File: src/verilog/rwsc_pkg.sv
// Constants shared by the reset, watchdog and suspend sequencer.
// Assumes a 250 MHz core clock and an 8-bit I/O space driven by the CPU.
package rwsc_pkg;

  // ********************************************************************
  // I/O offsets and field positions
  // ********************************************************************
  localparam logic [7:0] RWSC_ADDR_USB_IRQ_EN  = 8'h20;
  localparam logic [7:0] RWSC_ADDR_WDOG_RESTART = 8'h26;
  localparam logic [7:0] RWSC_ADDR_STATUS_CTRL = 8'hFF;

  localparam int RWSC_BIT_BUS_RST_EN = 0;
  localparam int RWSC_BIT_RUN        = 0;
  localparam int RWSC_BIT_IRQ_SENSE  = 2;
  localparam int RWSC_BIT_SUSPEND    = 3;
  localparam int RWSC_BIT_POR_FLAG   = 4;
  localparam int RWSC_BIT_WDOG_FLAG  = 6;

  // ********************************************************************
  // Values after reset
  // ********************************************************************
  localparam logic [7:0] RWSC_STATUS_POR_VAL  = 8'h11;
  localparam logic [7:0] RWSC_STATUS_WDOG_VAL = 8'h41;

  // ********************************************************************
  // Timing
  // ********************************************************************
  localparam int RWSC_CLK_MHZ      = 250;
  localparam int RWSC_LOCK_MS      = 1;
  localparam int RWSC_SEMI_WAIT_MS = 95;
  localparam int RWSC_WDOG_MS      = 8;
  localparam int RWSC_WDOG_HOLD_MS = 2;
  localparam int RWSC_SETTLE_MS    = 1;
  localparam int RWSC_LOCK_CYC      = RWSC_LOCK_MS * RWSC_CLK_MHZ * 1000;
  localparam int RWSC_SEMI_WAIT_CYC = RWSC_SEMI_WAIT_MS * RWSC_CLK_MHZ * 1000;
  localparam int RWSC_WDOG_CYC      = RWSC_WDOG_MS * RWSC_CLK_MHZ * 1000;
  localparam int RWSC_WDOG_HOLD_CYC = RWSC_WDOG_HOLD_MS * RWSC_CLK_MHZ * 1000;
  localparam int RWSC_SETTLE_CYC    = RWSC_SETTLE_MS * RWSC_CLK_MHZ * 1000;
  localparam int RWSC_CNT_W         = 25;

  typedef enum logic [2:0] {
    RWSC_SEMI_LOCK,
    RWSC_SEMI_WAIT,
    RWSC_RUN,
    RWSC_SUSP,
    RWSC_WAKE_OSC,
    RWSC_WAKE_SETTLE,
    RWSC_WDOG_HOLD
  } rwsc_state_t;

endpackage

File: src/verilog/rwsc_sync.sv
// Two-stage synchroniser, one stage pair per bit.
// Assumes the inputs are asynchronous levels; pulses shorter than a clock may be lost.
`timescale 1ns/10ps
module rwsc_sync #(
  parameter int W = 4
) (
  input  wire logic         clk,
  input  wire logic         nrst,
  input  wire logic [W-1:0] async_in,
  output logic      [W-1:0] sync_out
);

  logic [W-1:0] meta;

  // ******************************************************************
  // Synchroniser stages
  // ******************************************************************
  genvar i;
  generate
    for (i = 0; i < W; i++) begin : g_bit
      // The first stage feeds only the second stage, to contain metastability.
      always_ff @(posedge clk or negedge nrst) begin
        if (!nrst) begin
          meta[i]     <= 1'b0;
          sync_out[i] <= 1'b0;
        end else begin
          meta[i]     <= async_in[i];
          sync_out[i] <= meta[i];
        end
      end
    end
  endgenerate

endmodule // rwsc_sync

File: src/verilog/rwsc_ctrl.sv
// Reset, watchdog and suspend sequencer of a USB microcontroller.
// Assumes nrst is the power-on reset and the CPU decodes its own I/O strobes.
`timescale 1ns/10ps
module rwsc_ctrl #(
  parameter int LOCK_CYC      = rwsc_pkg::RWSC_LOCK_CYC,
  parameter int SEMI_WAIT_CYC = rwsc_pkg::RWSC_SEMI_WAIT_CYC,
  parameter int WDOG_CYC      = rwsc_pkg::RWSC_WDOG_CYC,
  parameter int WDOG_HOLD_CYC = rwsc_pkg::RWSC_WDOG_HOLD_CYC,
  parameter int SETTLE_CYC    = rwsc_pkg::RWSC_SETTLE_CYC
) (
  input  wire logic       clk,
  input  wire logic       nrst,
  input  wire logic [7:0] io_addr,
  input  wire logic       io_wr,
  input  wire logic       io_rd,
  input  wire logic [7:0] io_wdata,
  output logic      [7:0] io_rdata,
  input  wire logic       usb_bus_reset,
  input  wire logic       usb_activity,
  input  wire logic       gpio_wake_irq,
  input  wire logic       osc_stable,
  input  wire logic       global_irq_en,
  input  wire logic       bus_reset_irq_ack,
  input  wire logic       instr_done,
  output logic            cpu_rst,
  output logic            osc_en,
  output logic            blk_clk_en,
  output logic            usb_addr_clr,
  output logic            bus_reset_irq,
  output logic            irq_hold
);

  localparam int RWSC_CNT_W = rwsc_pkg::RWSC_CNT_W;

  logic [3:0]                     pin_sync;
  logic                           bus_rst_s;
  logic                           usb_act_s;
  logic                           gpio_wake_s;
  logic                           osc_ok_s;
  rwsc_pkg::rwsc_state_t          state;
  rwsc_pkg::rwsc_state_t          next_state;
  logic [rwsc_pkg::RWSC_CNT_W-1:0] tmr;
  logic [rwsc_pkg::RWSC_CNT_W-1:0] next_tmr;
  logic [rwsc_pkg::RWSC_CNT_W-1:0] wdog_cnt;
  logic [7:0]                     status;
  logic                           bus_rst_en;
  logic                           bus_rst_pend;
  logic                           wr_status;
  logic                           wr_restart;
  logic                           wdog_expire;
  logic                           early_start;

  // ******************************************************************
  // Pin synchronisers
  // ******************************************************************
  rwsc_sync #(
    .W (4)
  ) u_sync (
    .clk      (clk),
    .nrst     (nrst),
    .async_in ({osc_stable, gpio_wake_irq, usb_activity, usb_bus_reset}),
    .sync_out (pin_sync)
  );

  assign bus_rst_s   = pin_sync[0];
  assign usb_act_s   = pin_sync[1];
  assign gpio_wake_s = pin_sync[2];
  assign osc_ok_s    = pin_sync[3];

  // I/O write decode; the CPU only issues writes while it runs.
  assign wr_status  = io_wr && (io_addr == rwsc_pkg::RWSC_ADDR_STATUS_CTRL);
  assign wr_restart = io_wr && (io_addr == rwsc_pkg::RWSC_ADDR_WDOG_RESTART);

  // The watchdog expires on the cycle its count reaches WDOG_CYC - 1.
  assign wdog_expire = (state == rwsc_pkg::RWSC_RUN) &&
                       (wdog_cnt == RWSC_CNT_W'(WDOG_CYC - 1));
  assign early_start = (state == rwsc_pkg::RWSC_SEMI_WAIT) && bus_rst_s;

  // ******************************************************************
  // Sequencer next state
  // ******************************************************************
  // Every timed state counts tmr up from zero and leaves at its limit; RWSC_SEMI_WAIT also leaves early on bus reset, RWSC_WAKE_SETTLE only once the run bit is set.
  always_comb begin
    next_state = state;
    next_tmr   = tmr + 1'b1;
    case (state)
      rwsc_pkg::RWSC_SEMI_LOCK: begin
        // Bus reset is deliberately not looked at here.
        if (tmr == RWSC_CNT_W'(LOCK_CYC - 1)) begin
          next_state = rwsc_pkg::RWSC_SEMI_WAIT;
          next_tmr   = '0;
        end
      end
      rwsc_pkg::RWSC_SEMI_WAIT: begin
        if (bus_rst_s) begin
          next_state = rwsc_pkg::RWSC_RUN;
          next_tmr   = '0;
        end else if (tmr == RWSC_CNT_W'(SEMI_WAIT_CYC - 1)) begin
          next_state = rwsc_pkg::RWSC_RUN;
          next_tmr   = '0;
        end
      end
      rwsc_pkg::RWSC_RUN: begin
        next_tmr = '0;
        if (wdog_expire) begin
          next_state = rwsc_pkg::RWSC_WDOG_HOLD;
        end else if (wr_status && io_wdata[rwsc_pkg::RWSC_BIT_SUSPEND]) begin
          next_state = rwsc_pkg::RWSC_SUSP;
        end
      end
      rwsc_pkg::RWSC_SUSP: begin
        next_tmr = '0;
        if (gpio_wake_s || usb_act_s) begin
          next_state = rwsc_pkg::RWSC_WAKE_OSC;
        end
      end
      rwsc_pkg::RWSC_WAKE_OSC: begin
        next_tmr = '0;
        if (osc_ok_s) begin
          next_state = rwsc_pkg::RWSC_WAKE_SETTLE;
        end
      end
      rwsc_pkg::RWSC_WAKE_SETTLE: begin
        // Without the run bit the CPU stays stopped after the wait.
        if (tmr == RWSC_CNT_W'(SETTLE_CYC - 1) && status[rwsc_pkg::RWSC_BIT_RUN]) begin
          next_state = rwsc_pkg::RWSC_RUN;
          next_tmr   = '0;
        end else if (tmr == RWSC_CNT_W'(SETTLE_CYC - 1)) begin
          next_tmr = tmr;
        end
      end
      rwsc_pkg::RWSC_WDOG_HOLD: begin
        if (tmr == RWSC_CNT_W'(WDOG_HOLD_CYC - 1)) begin
          next_state = rwsc_pkg::RWSC_RUN;
          next_tmr   = '0;
        end
      end
      default: begin
        next_state = rwsc_pkg::RWSC_SEMI_LOCK;
        next_tmr   = '0;
      end
    endcase
  end

  // ******************************************************************
  // Sequencer state and timer
  // ******************************************************************
  // Power-on reset always restarts the full semi-suspend sequence.
  always_ff @(posedge clk or negedge nrst) begin
    if (!nrst) begin
      state <= rwsc_pkg::RWSC_SEMI_LOCK;
      tmr   <= '0;
    end else begin
      state <= next_state;
      tmr   <= next_tmr;
    end
  end

  // ******************************************************************
  // Watchdog counter
  // ******************************************************************
  // Counts only while the CPU runs; suspend and reset hold it at zero.
  always_ff @(posedge clk or negedge nrst) begin
    if (!nrst) begin
      wdog_cnt <= '0;
    end else if (wr_restart || state != rwsc_pkg::RWSC_RUN || wdog_expire) begin
      wdog_cnt <= '0;
    end else begin
      wdog_cnt <= wdog_cnt + 1'b1;
    end
  end

  // ******************************************************************
  // Processor status and control register
  // ******************************************************************
  // Reset-cause flags only clear by a written zero, so a stale flag cannot reappear.
  always_ff @(posedge clk or negedge nrst) begin
    if (!nrst) begin
      status <= rwsc_pkg::RWSC_STATUS_POR_VAL;
    end else if (wdog_expire) begin
      status <= rwsc_pkg::RWSC_STATUS_WDOG_VAL |
                (status & (8'h01 << rwsc_pkg::RWSC_BIT_POR_FLAG));
    end else if (state == rwsc_pkg::RWSC_WAKE_SETTLE && next_state == rwsc_pkg::RWSC_RUN) begin
      status[rwsc_pkg::RWSC_BIT_SUSPEND] <= 1'b0;
    end else if (wr_status && state == rwsc_pkg::RWSC_RUN) begin
      status <= io_wdata & (status | ~((8'h01 << rwsc_pkg::RWSC_BIT_POR_FLAG) |
                                       (8'h01 << rwsc_pkg::RWSC_BIT_WDOG_FLAG)));
    end
  end

  // ******************************************************************
  // Bus reset interrupt enable and pending flag
  // ******************************************************************
  always_ff @(posedge clk or negedge nrst) begin
    if (!nrst) begin
      bus_rst_en <= 1'b0;
    end else if (wdog_expire) begin
      bus_rst_en <= 1'b0;
    end else if (io_wr && io_addr == rwsc_pkg::RWSC_ADDR_USB_IRQ_EN) begin
      bus_rst_en <= io_wdata[rwsc_pkg::RWSC_BIT_BUS_RST_EN];
    end
  end

  // A new bus reset wins over an acknowledge in the same cycle.
  always_ff @(posedge clk or negedge nrst) begin
    if (!nrst) begin
      bus_rst_pend <= 1'b0;
    end else if (early_start || (state == rwsc_pkg::RWSC_RUN && bus_rst_s)) begin
      bus_rst_pend <= 1'b1;
    end else if (bus_reset_irq_ack || state == rwsc_pkg::RWSC_WDOG_HOLD) begin
      bus_rst_pend <= 1'b0;
    end
  end

  // ******************************************************************
  // Read data
  // ******************************************************************
  // The restart register is write-only and reads as zero.
  always_ff @(posedge clk or negedge nrst) begin
    if (!nrst) begin
      io_rdata <= 8'h00;
    end else if (io_rd) begin
      case (io_addr)
        rwsc_pkg::RWSC_ADDR_STATUS_CTRL: io_rdata <= status;
        rwsc_pkg::RWSC_ADDR_USB_IRQ_EN:  io_rdata <= {7'h00, bus_rst_en};
        default:                         io_rdata <= 8'h00;
      endcase
    end
  end

  // ******************************************************************
  // Clock, CPU and USB controls
  // ******************************************************************
  // Registered from the next state so each control changes with the state itself.
  always_ff @(posedge clk or negedge nrst) begin
    if (!nrst) begin
      cpu_rst      <= 1'b1;
      osc_en       <= 1'b1;
      blk_clk_en   <= 1'b1;
      usb_addr_clr <= 1'b1;
    end else begin
      cpu_rst      <= next_state == rwsc_pkg::RWSC_SEMI_LOCK ||
                      next_state == rwsc_pkg::RWSC_SEMI_WAIT ||
                      next_state == rwsc_pkg::RWSC_WDOG_HOLD;
      osc_en       <= next_state != rwsc_pkg::RWSC_SUSP;
      blk_clk_en   <= next_state != rwsc_pkg::RWSC_SUSP &&
                      next_state != rwsc_pkg::RWSC_WAKE_OSC &&
                      next_state != rwsc_pkg::RWSC_WAKE_SETTLE;
      usb_addr_clr <= next_state == rwsc_pkg::RWSC_SEMI_LOCK ||
                      next_state == rwsc_pkg::RWSC_SEMI_WAIT ||
                      next_state == rwsc_pkg::RWSC_WDOG_HOLD;
    end
  end

  // ******************************************************************
  // Interrupt gating after wake and reset
  // ******************************************************************
  // Holding interrupts until one instruction retires keeps the post-suspend order.
  always_ff @(posedge clk or negedge nrst) begin
    if (!nrst) begin
      irq_hold <= 1'b0;
    end else if (state == rwsc_pkg::RWSC_WAKE_SETTLE && next_state == rwsc_pkg::RWSC_RUN) begin
      irq_hold <= 1'b1;
    end else if (instr_done) begin
      irq_hold <= 1'b0;
    end
  end

  always_ff @(posedge clk or negedge nrst) begin
    if (!nrst) begin
      bus_reset_irq <= 1'b0;
    end else begin
      bus_reset_irq <= bus_rst_pend && bus_rst_en && global_irq_en &&
                       !irq_hold && state == rwsc_pkg::RWSC_RUN &&
                       !wr_status;
    end
  end

endmodule // rwsc_ctrl

File: config.mk
export PLATFORM = sky130hd
export DESIGN_NAME = rwsc_ctrl
export DESIGN_NICKNAME = d
export VERILOG_FILES = /design/src/verilog/rwsc_pkg.sv /design/src/verilog/rwsc_sync.sv /design/src/verilog/rwsc_ctrl.sv
export SDC_FILE = /design/constraint.sdc
export NUM_CORES = 1
export LEC_CHECK = 0
export BUFFER_PORTS_ARGS = -buffer_cell sky130_fd_sc_hd__buf_4
export CAP_MARGIN = 20
export CORE_MARGIN = 2
export CORE_UTILIZATION = 40
export DETAILED_ROUTE_END_ITERATION = 8
export PLACE_DENSITY = 0.67
export SYNTH_ARGS = -nofsm -noshare
export SYNTH_HDL_FRONTEND = slang
export SYNTH_HIERARCHICAL = 1
export SYNTH_SLANG_ARGS = --single-unit
File: constraint.sdc
create_clock -name clk -period 1.85 [get_ports clk]
set_input_delay 0.0925 -clock clk [delete_from_list [all_inputs] [get_ports clk]]
set_output_delay 0.0925 -clock clk [all_outputs]
set_load 0.03 [all_outputs]
Yosys cells after proc, flatten, opt, wreduce, memory -nomap -nowiden
Index checks and enable logic that the tools add are counted.
{"block": "classes", "addsub": 2, "eq_ne": 22, "mux": 30, "bitwise_logic": 3, "reduce_logical": 35}
{"cell": "two-way mux 25 bit", "count": 7}
{"cell": "one-hot mux 25 bit (4 select lines)", "count": 1}
{"cell": "adder 25 x 1 -> 25 bit (second input constant)", "count": 2}
{"cell": "two-way mux 3 bit", "count": 10}
{"cell": "== test 25 x 18 -> 1 bit (second input constant)", "count": 1}
{"cell": "== test 25 x 19 -> 1 bit (second input constant)", "count": 1}
{"cell": "== test 25 x 21 -> 1 bit (second input constant)", "count": 1}
{"cell": "== test 25 bit (second input constant)", "count": 1}
{"cell": "one-hot mux 3 bit (7 select lines)", "count": 1}
{"cell": "logical AND 1 bit", "count": 17}
{"cell": "== test 8 x 6 -> 1 bit (second input constant)", "count": 2}
{"cell": "two-way mux 8 bit", "count": 2}
{"cell": "one-hot mux 8 bit (2 select lines)", "count": 1}
{"cell": "== test 3 bit (second input constant)", "count": 4}
{"cell": "== test 3 x 2 -> 1 bit (second input constant)", "count": 3}
{"cell": "inequality test 3 bit (second input constant)", "count": 3}
{"cell": "bitwise AND 8 bit", "count": 1}
{"cell": "== test 8 bit (second input constant)", "count": 1}
{"cell": "nonzero test 2 bit", "count": 4}
{"cell": "logical OR 1 bit", "count": 7}
{"cell": "two-way mux 1 bit", "count": 7}
{"cell": "== test 3 x 1 -> 1 bit (second input constant)", "count": 2}
{"cell": "zero test 3 bit", "count": 2}
{"cell": "inequality test 3 x 2 -> 1 bit (second input constant)", "count": 2}
{"cell": "7 further kinds", "count": 9}
{"block": "word_totals", "ff_bits": 84, "inputBits": 27, "out_inout_bits": 14, "elab_cells": 114}

Logic depth before layout (Yosys ltp)
{"block": "logic_depth", "ltp_word": 10, "depth_mapped": 9}

By module
The synthesis kept the hierarchy.
{"module": "rwsc_ctrl", "n_inst": 1, "cells_per_inst": 388, "area_per_inst_um2": 3876.2, "seq_area_each_um2": 1908.1}
{"module": "rwsc_sync", "n_inst": 1, "cells_per_inst": 8, "area_per_inst_um2": 200.2, "seq_area_each_um2": 200.2}

Least setup slack after synthesis
OpenSTA, ideal clock, no wires.
{"block": "synth_timing", "path_type": "register -> register", "from": "register tmr[0] (netlist bit)", "to": "register tmr[9] (netlist bit)", "arrival_time_ns": 1.940, "t_required_ns": 1.780, "setup_slack_ns": -0.160, "stages_incl_launch_ff": 10, "n_path_buf": 2, "cell_sequence": "dfrtp_1 > ha_1 > and3_4 > buf_6 > nand4_4 > nor2_2 > a311o_2 > o31a_4 > buf_6 > nor2_2"}
{"block": "synth_between", "elab_chain_cells": 4, "word_cells_on_any_way": 13, "classes_between": "add/sub: 1; eq/ne: 4; mux: 7; reduce/logical: 1"}
{"element": "from (decl)", "line_no": "rwsc_ctrl.sv:42", "rtl": "logic [rwsc_pkg::RWSC_CNT_W-1:0] tmr;"}
{"element": "from (signal assigned)", "line_no": "rwsc_ctrl.sv:155", "rtl": "tmr <= next_tmr;"}
{"element": "adder 25 x 1 -> 25 bit, or another cell as far along", "line_no": "rwsc_ctrl.sv:85", "rtl": "next_tmr = tmr + 1'b1;"}
{"element": "two-way mux 25 bit, or another cell as far along", "line_no": "rwsc_ctrl.sv:128", "rtl": "end else if (tmr == RWSC_CNT_W'(SETTLE_CYC - 1)) begin"}
{"element": "two-way mux 25 bit (on tied branches)", "line_no": "rwsc_ctrl.sv:125, rwsc_ctrl.sv:95"}
{"element": "one-hot mux 25 bit (4 select lines)", "line_no": "rwsc_ctrl.sv:86", "rtl": "case (state)"}
Parallel ways exist; a longest one is shown, timed or not. The select of a mux whose other input is x is not followed.
A chain may end at the register's enable or synchronous reset.

Worst setup path after layout
{"block": "layout_timing", "from": "register tmr[1] (netlist bit)", "to": "register tmr[24] (netlist bit)"}
The elaborated chain is that of the path after synthesis.

==> impl_metrics.env <==
export IMPL_status="finished, violations left"
export IMPL_violations="setup timing"
export IMPL_cts_sinks=84
export IMPL_finalPower_w=0.005038
export IMPL_fin_ws_ns=-0.1248
export IMPL_cp_top_family="compound AO/OA/AOI/OAI gates"
export IMPL_synth_seq_cells=84
export IMPL_synthCells=396
export IMPL_ctsLongestPathBuffers=2
export IMPL_start_kind="flip-flop"
export IMPL_via_per_inst=5.003
export IMPL_yosys_warnings=6
export IMPL_ir_worst_vdd_mv=0.6039
export IMPL_seqCellArea_sq_mm=0.002108
export IMPL_ios=41
export IMPL_fin_skew_ns=0.009088
export IMPL_gp_congestion=0.8654
export IMPL_setup_viol_count_final=28
export IMPL_antenna_cells=0
export IMPL_synthArstFlopShare=1.000
export IMPL_ys_types=53
export IMPL_cp_required_ns=2.13
export IMPL_hpwl_um=6356
export IMPL_die_area_sq_mm=0.01101
export IMPL_die_x_um=105.0
export IMPL_route_antenna_remaining_nets=0
export IMPL_place_inst=621
export IMPL_cts_tree="built"
export IMPL_grtUsageMet2=0.2922
export IMPL_cp_cell_sequence="ha_2 > and3_4 > nand4_4 > nor2_2 > a311o_2 > o31a_4 > clkbuf_16 > nor2_2"
export IMPL_drv_slew=0
export IMPL_powerDensity_mw_per_mm2=910.3
export IMPL_yosysSeqAreaShare=0.5172
export IMPL_hp_class="input pin to flip-flop"
export IMPL_drive_gt1_frac=0.3491
export IMPL_die_y_um=105.0
export IMPL_wl_per_cell_um=13.75
export IMPL_layout_commonest_cell="buf_4"
export IMPL_fmax_mhz=506.4
export IMPL_rsz0062_at_grt="yes"
export IMPL_max_cap_viol_count=0
export IMPL_place_ws_ns=-0.1260
export IMPL_end_kind="flip-flop"
export IMPL_route_detailed_drc=0
export IMPL_syn_area_per_cell_sq_um=10.29
export IMPL_worst_pin_slew_ns=0.4790
export IMPL_rows=36
export IMPL_synth_edff_count=0
export IMPL_start_util=0.4151
export IMPL_met3_usage=0.04367
export IMPL_grt_pass1_vias=3443
export IMPL_grt_max_degree=37
export IMPL_fin_nets=551
export IMPL_netlist_area_sq_mm=0.004076
export IMPL_arrival_ns=2.26
export IMPL_cts_root_buf="clkbuf_8"
export IMPL_grt_use_total=0.1766
export IMPL_grt_overflow=0
export IMPL_critPathSlowestCell="dfrtp_1"
export IMPL_cts_buffers=9
export IMPL_port_buffers=40
export IMPL_worstSkewPairLatency_ns=0.35
export IMPL_syn_to_final_growth_pct=35.76
export IMPL_cp_max_fo=8
export IMPL_drt_pass1_iterations=4
export IMPL_clk_pin_slew_ns=0.08
export IMPL_cp_slowest_stage_delay_ns=0.40
export IMPL_path_buf_inv=1
export IMPL_crit_top_cell="nor2_2"
export IMPL_use_met1=0.2288
export IMPL_fill_cells=885
export IMPL_hold_viol=0
export IMPL_leakagePower_nw=2.459
export IMPL_final_period_utilization=1.067
export IMPL_final_cell_mix="buf_4 (105), dfrtp_1 (79), nor2_1 (42)"
export IMPL_syn_nets=425
export IMPL_path_class="flip-flop to flip-flop"
export IMPL_num_vias=3302
export IMPL_drt_iter0_markers=128
export IMPL_dpl_cell_area_sq_mm=0.005001
export IMPL_period_minus_slack_ns=1.975
export IMPL_core_area_sq_mm=0.009819
export IMPL_max_slew_margin=0.6807
export IMPL_instances_no_fill=660
export IMPL_ys_flop_type="dfrtp_1"
export IMPL_grt_pass1_wl_um=15710
export IMPL_top_usage_layer="met2"
export IMPL_finalWirelength_um=9072
export IMPL_fin_area_sq_mm=0.005534
export IMPL_antenna_found_initial=0
export IMPL_multi_input_area_sq_mm=0.001918
export IMPL_h_tree_depth=3
-- cell type report --
type / count / area share
multi-input cells: 287 / 0.3466
repair buffers: 127 / 0.1926
well taps: 133 / 0.03007
flip-flops and latches: 84 / 0.3810
clock inverters: 5 / 0.01537
clock buffers: 11 / 0.02555
inverters: 13 / 0.008818
-- flip-flops by register name (all words and copies together), names as in the netlist --
signal           flops
blk_clk_en           1
bus_reset_irq        1
bus_rst_en           1
bus_rst_pend         1
io_rdata             8
irq_hold             1
osc_en               1
state                3
status               8
tmr                 25
u_sync/meta          4
u_sync/sync_out      4
usb_addr_clr         1
wdog_cnt            25
-- what timing repair did --
item | CTS | global route
hold endpoints to repair | 46 | 0
buffers inserted | 3 | 4
pin swaps | 6 | 10
hold buffers | 15 | 0
endpoints found under the setup margin | 27 | 37
resized for setup | 7 | 12
cloned | 0 | 1
-- metrics by stage --
step / setup TNS, ns / hold WS, ns / util
floorplan: -2.633 / -0.2031 / -
global placement: -0.9198 / 0.07674 / 0.5093
detailed placement: -2.321 / 0.08562 / 0.5093
CTS: -1.961 / 0.01594 / 0.5534
global route: -4.238 / 0.02913 / 0.5636
finish: -2.407 / 0.03277 / 0.5636
-- routing by layer --
metal | wire [um] | vias to the layer above
li1 | - | 1616
met1 | 4122 | 1612
met2 | 4449 | 58
met3 | 326 | 16
met4 | 173 | 0
met5 | 0 | -
-- power breakdown --
group          internal, W  switching, W  leakage (nW)
logic             0.000737      0.000819          1.23
clock network     0.000802      0.000644         0.110
registers          0.00197     0.0000657          1.12
-- Yosys cell counts (2+ instances only) --
| master | instances | area (sq um) |
|---|---|---|
| a21oi_1 | 8 | 40.04 |
| a22oi_1 | 2 | 15.01 |
| and3_1 | 18 | 112.6 |
| and4_1 | 3 | 26.28 |
| buf_2 | 3 | 15.01 |
| buf_6 | 3 | 33.78 |
| clkbuf_1 | 5 | 18.77 |
| dfrtp_1 | 79 | 1977 |
| dfstp_2 | 5 | 131.4 |
| ha_1 | 2 | 25.02 |
| inv_1 | 12 | 45.04 |
| mux2i_1 | 6 | 60.06 |
| nand2_1 | 31 | 116.4 |
| nand2b_1 | 3 | 18.77 |
| nand3_1 | 30 | 150.1 |
| nand3b_1 | 2 | 15.01 |
| nand4_1 | 14 | 87.58 |
| nor2_1 | 44 | 165.2 |
| nor2_2 | 20 | 125.1 |
| nor2b_1 | 2 | 12.51 |
| nor3_1 | 9 | 45.04 |
| nor3_4 | 2 | 32.53 |
| nor3b_2 | 2 | 25.02 |
| nor4_2 | 3 | 37.54 |
| nor4b_1 | 4 | 35.03 |
| o21ai_0 | 12 | 60.06 |
| or3_1 | 3 | 18.77 |
| xnor2_1 | 13 | 113.9 |
| xor2_1 | 32 | 280.3 |
-- logic make-up after synthesis --
family	Yosys count	synth area share
adders and majority gates	2	0.006138
buffers and inverters	25	0.03038
xor gates and xnor gates	45	0.09669
muxes	6	0.01473
and+or+nand+nor	201	0.2793
DFF	84	0.5172
AOI/OAI and AO/OA	33	0.05556
-- final timing paths --
check                                     endpoint      startpoint  depth (start not counted)  slack [ns]
min in group asynchronous             wdog_cnt[19]            nrst                          2        0.23
worst max register to register             tmr[24]          tmr[1]                          8       -0.12
worst min register to register  u_sync/sync_out[1]  u_sync/meta[1]                          0        0.35
max in group asynchronous                status[0]            nrst                          3        0.98
worst max-delay path                       tmr[24]          tmr[1]                          8       -0.12
worst min-delay path                   io_rdata[0]           io_rd                          2        0.03
(Power assumes the default switching activity.)
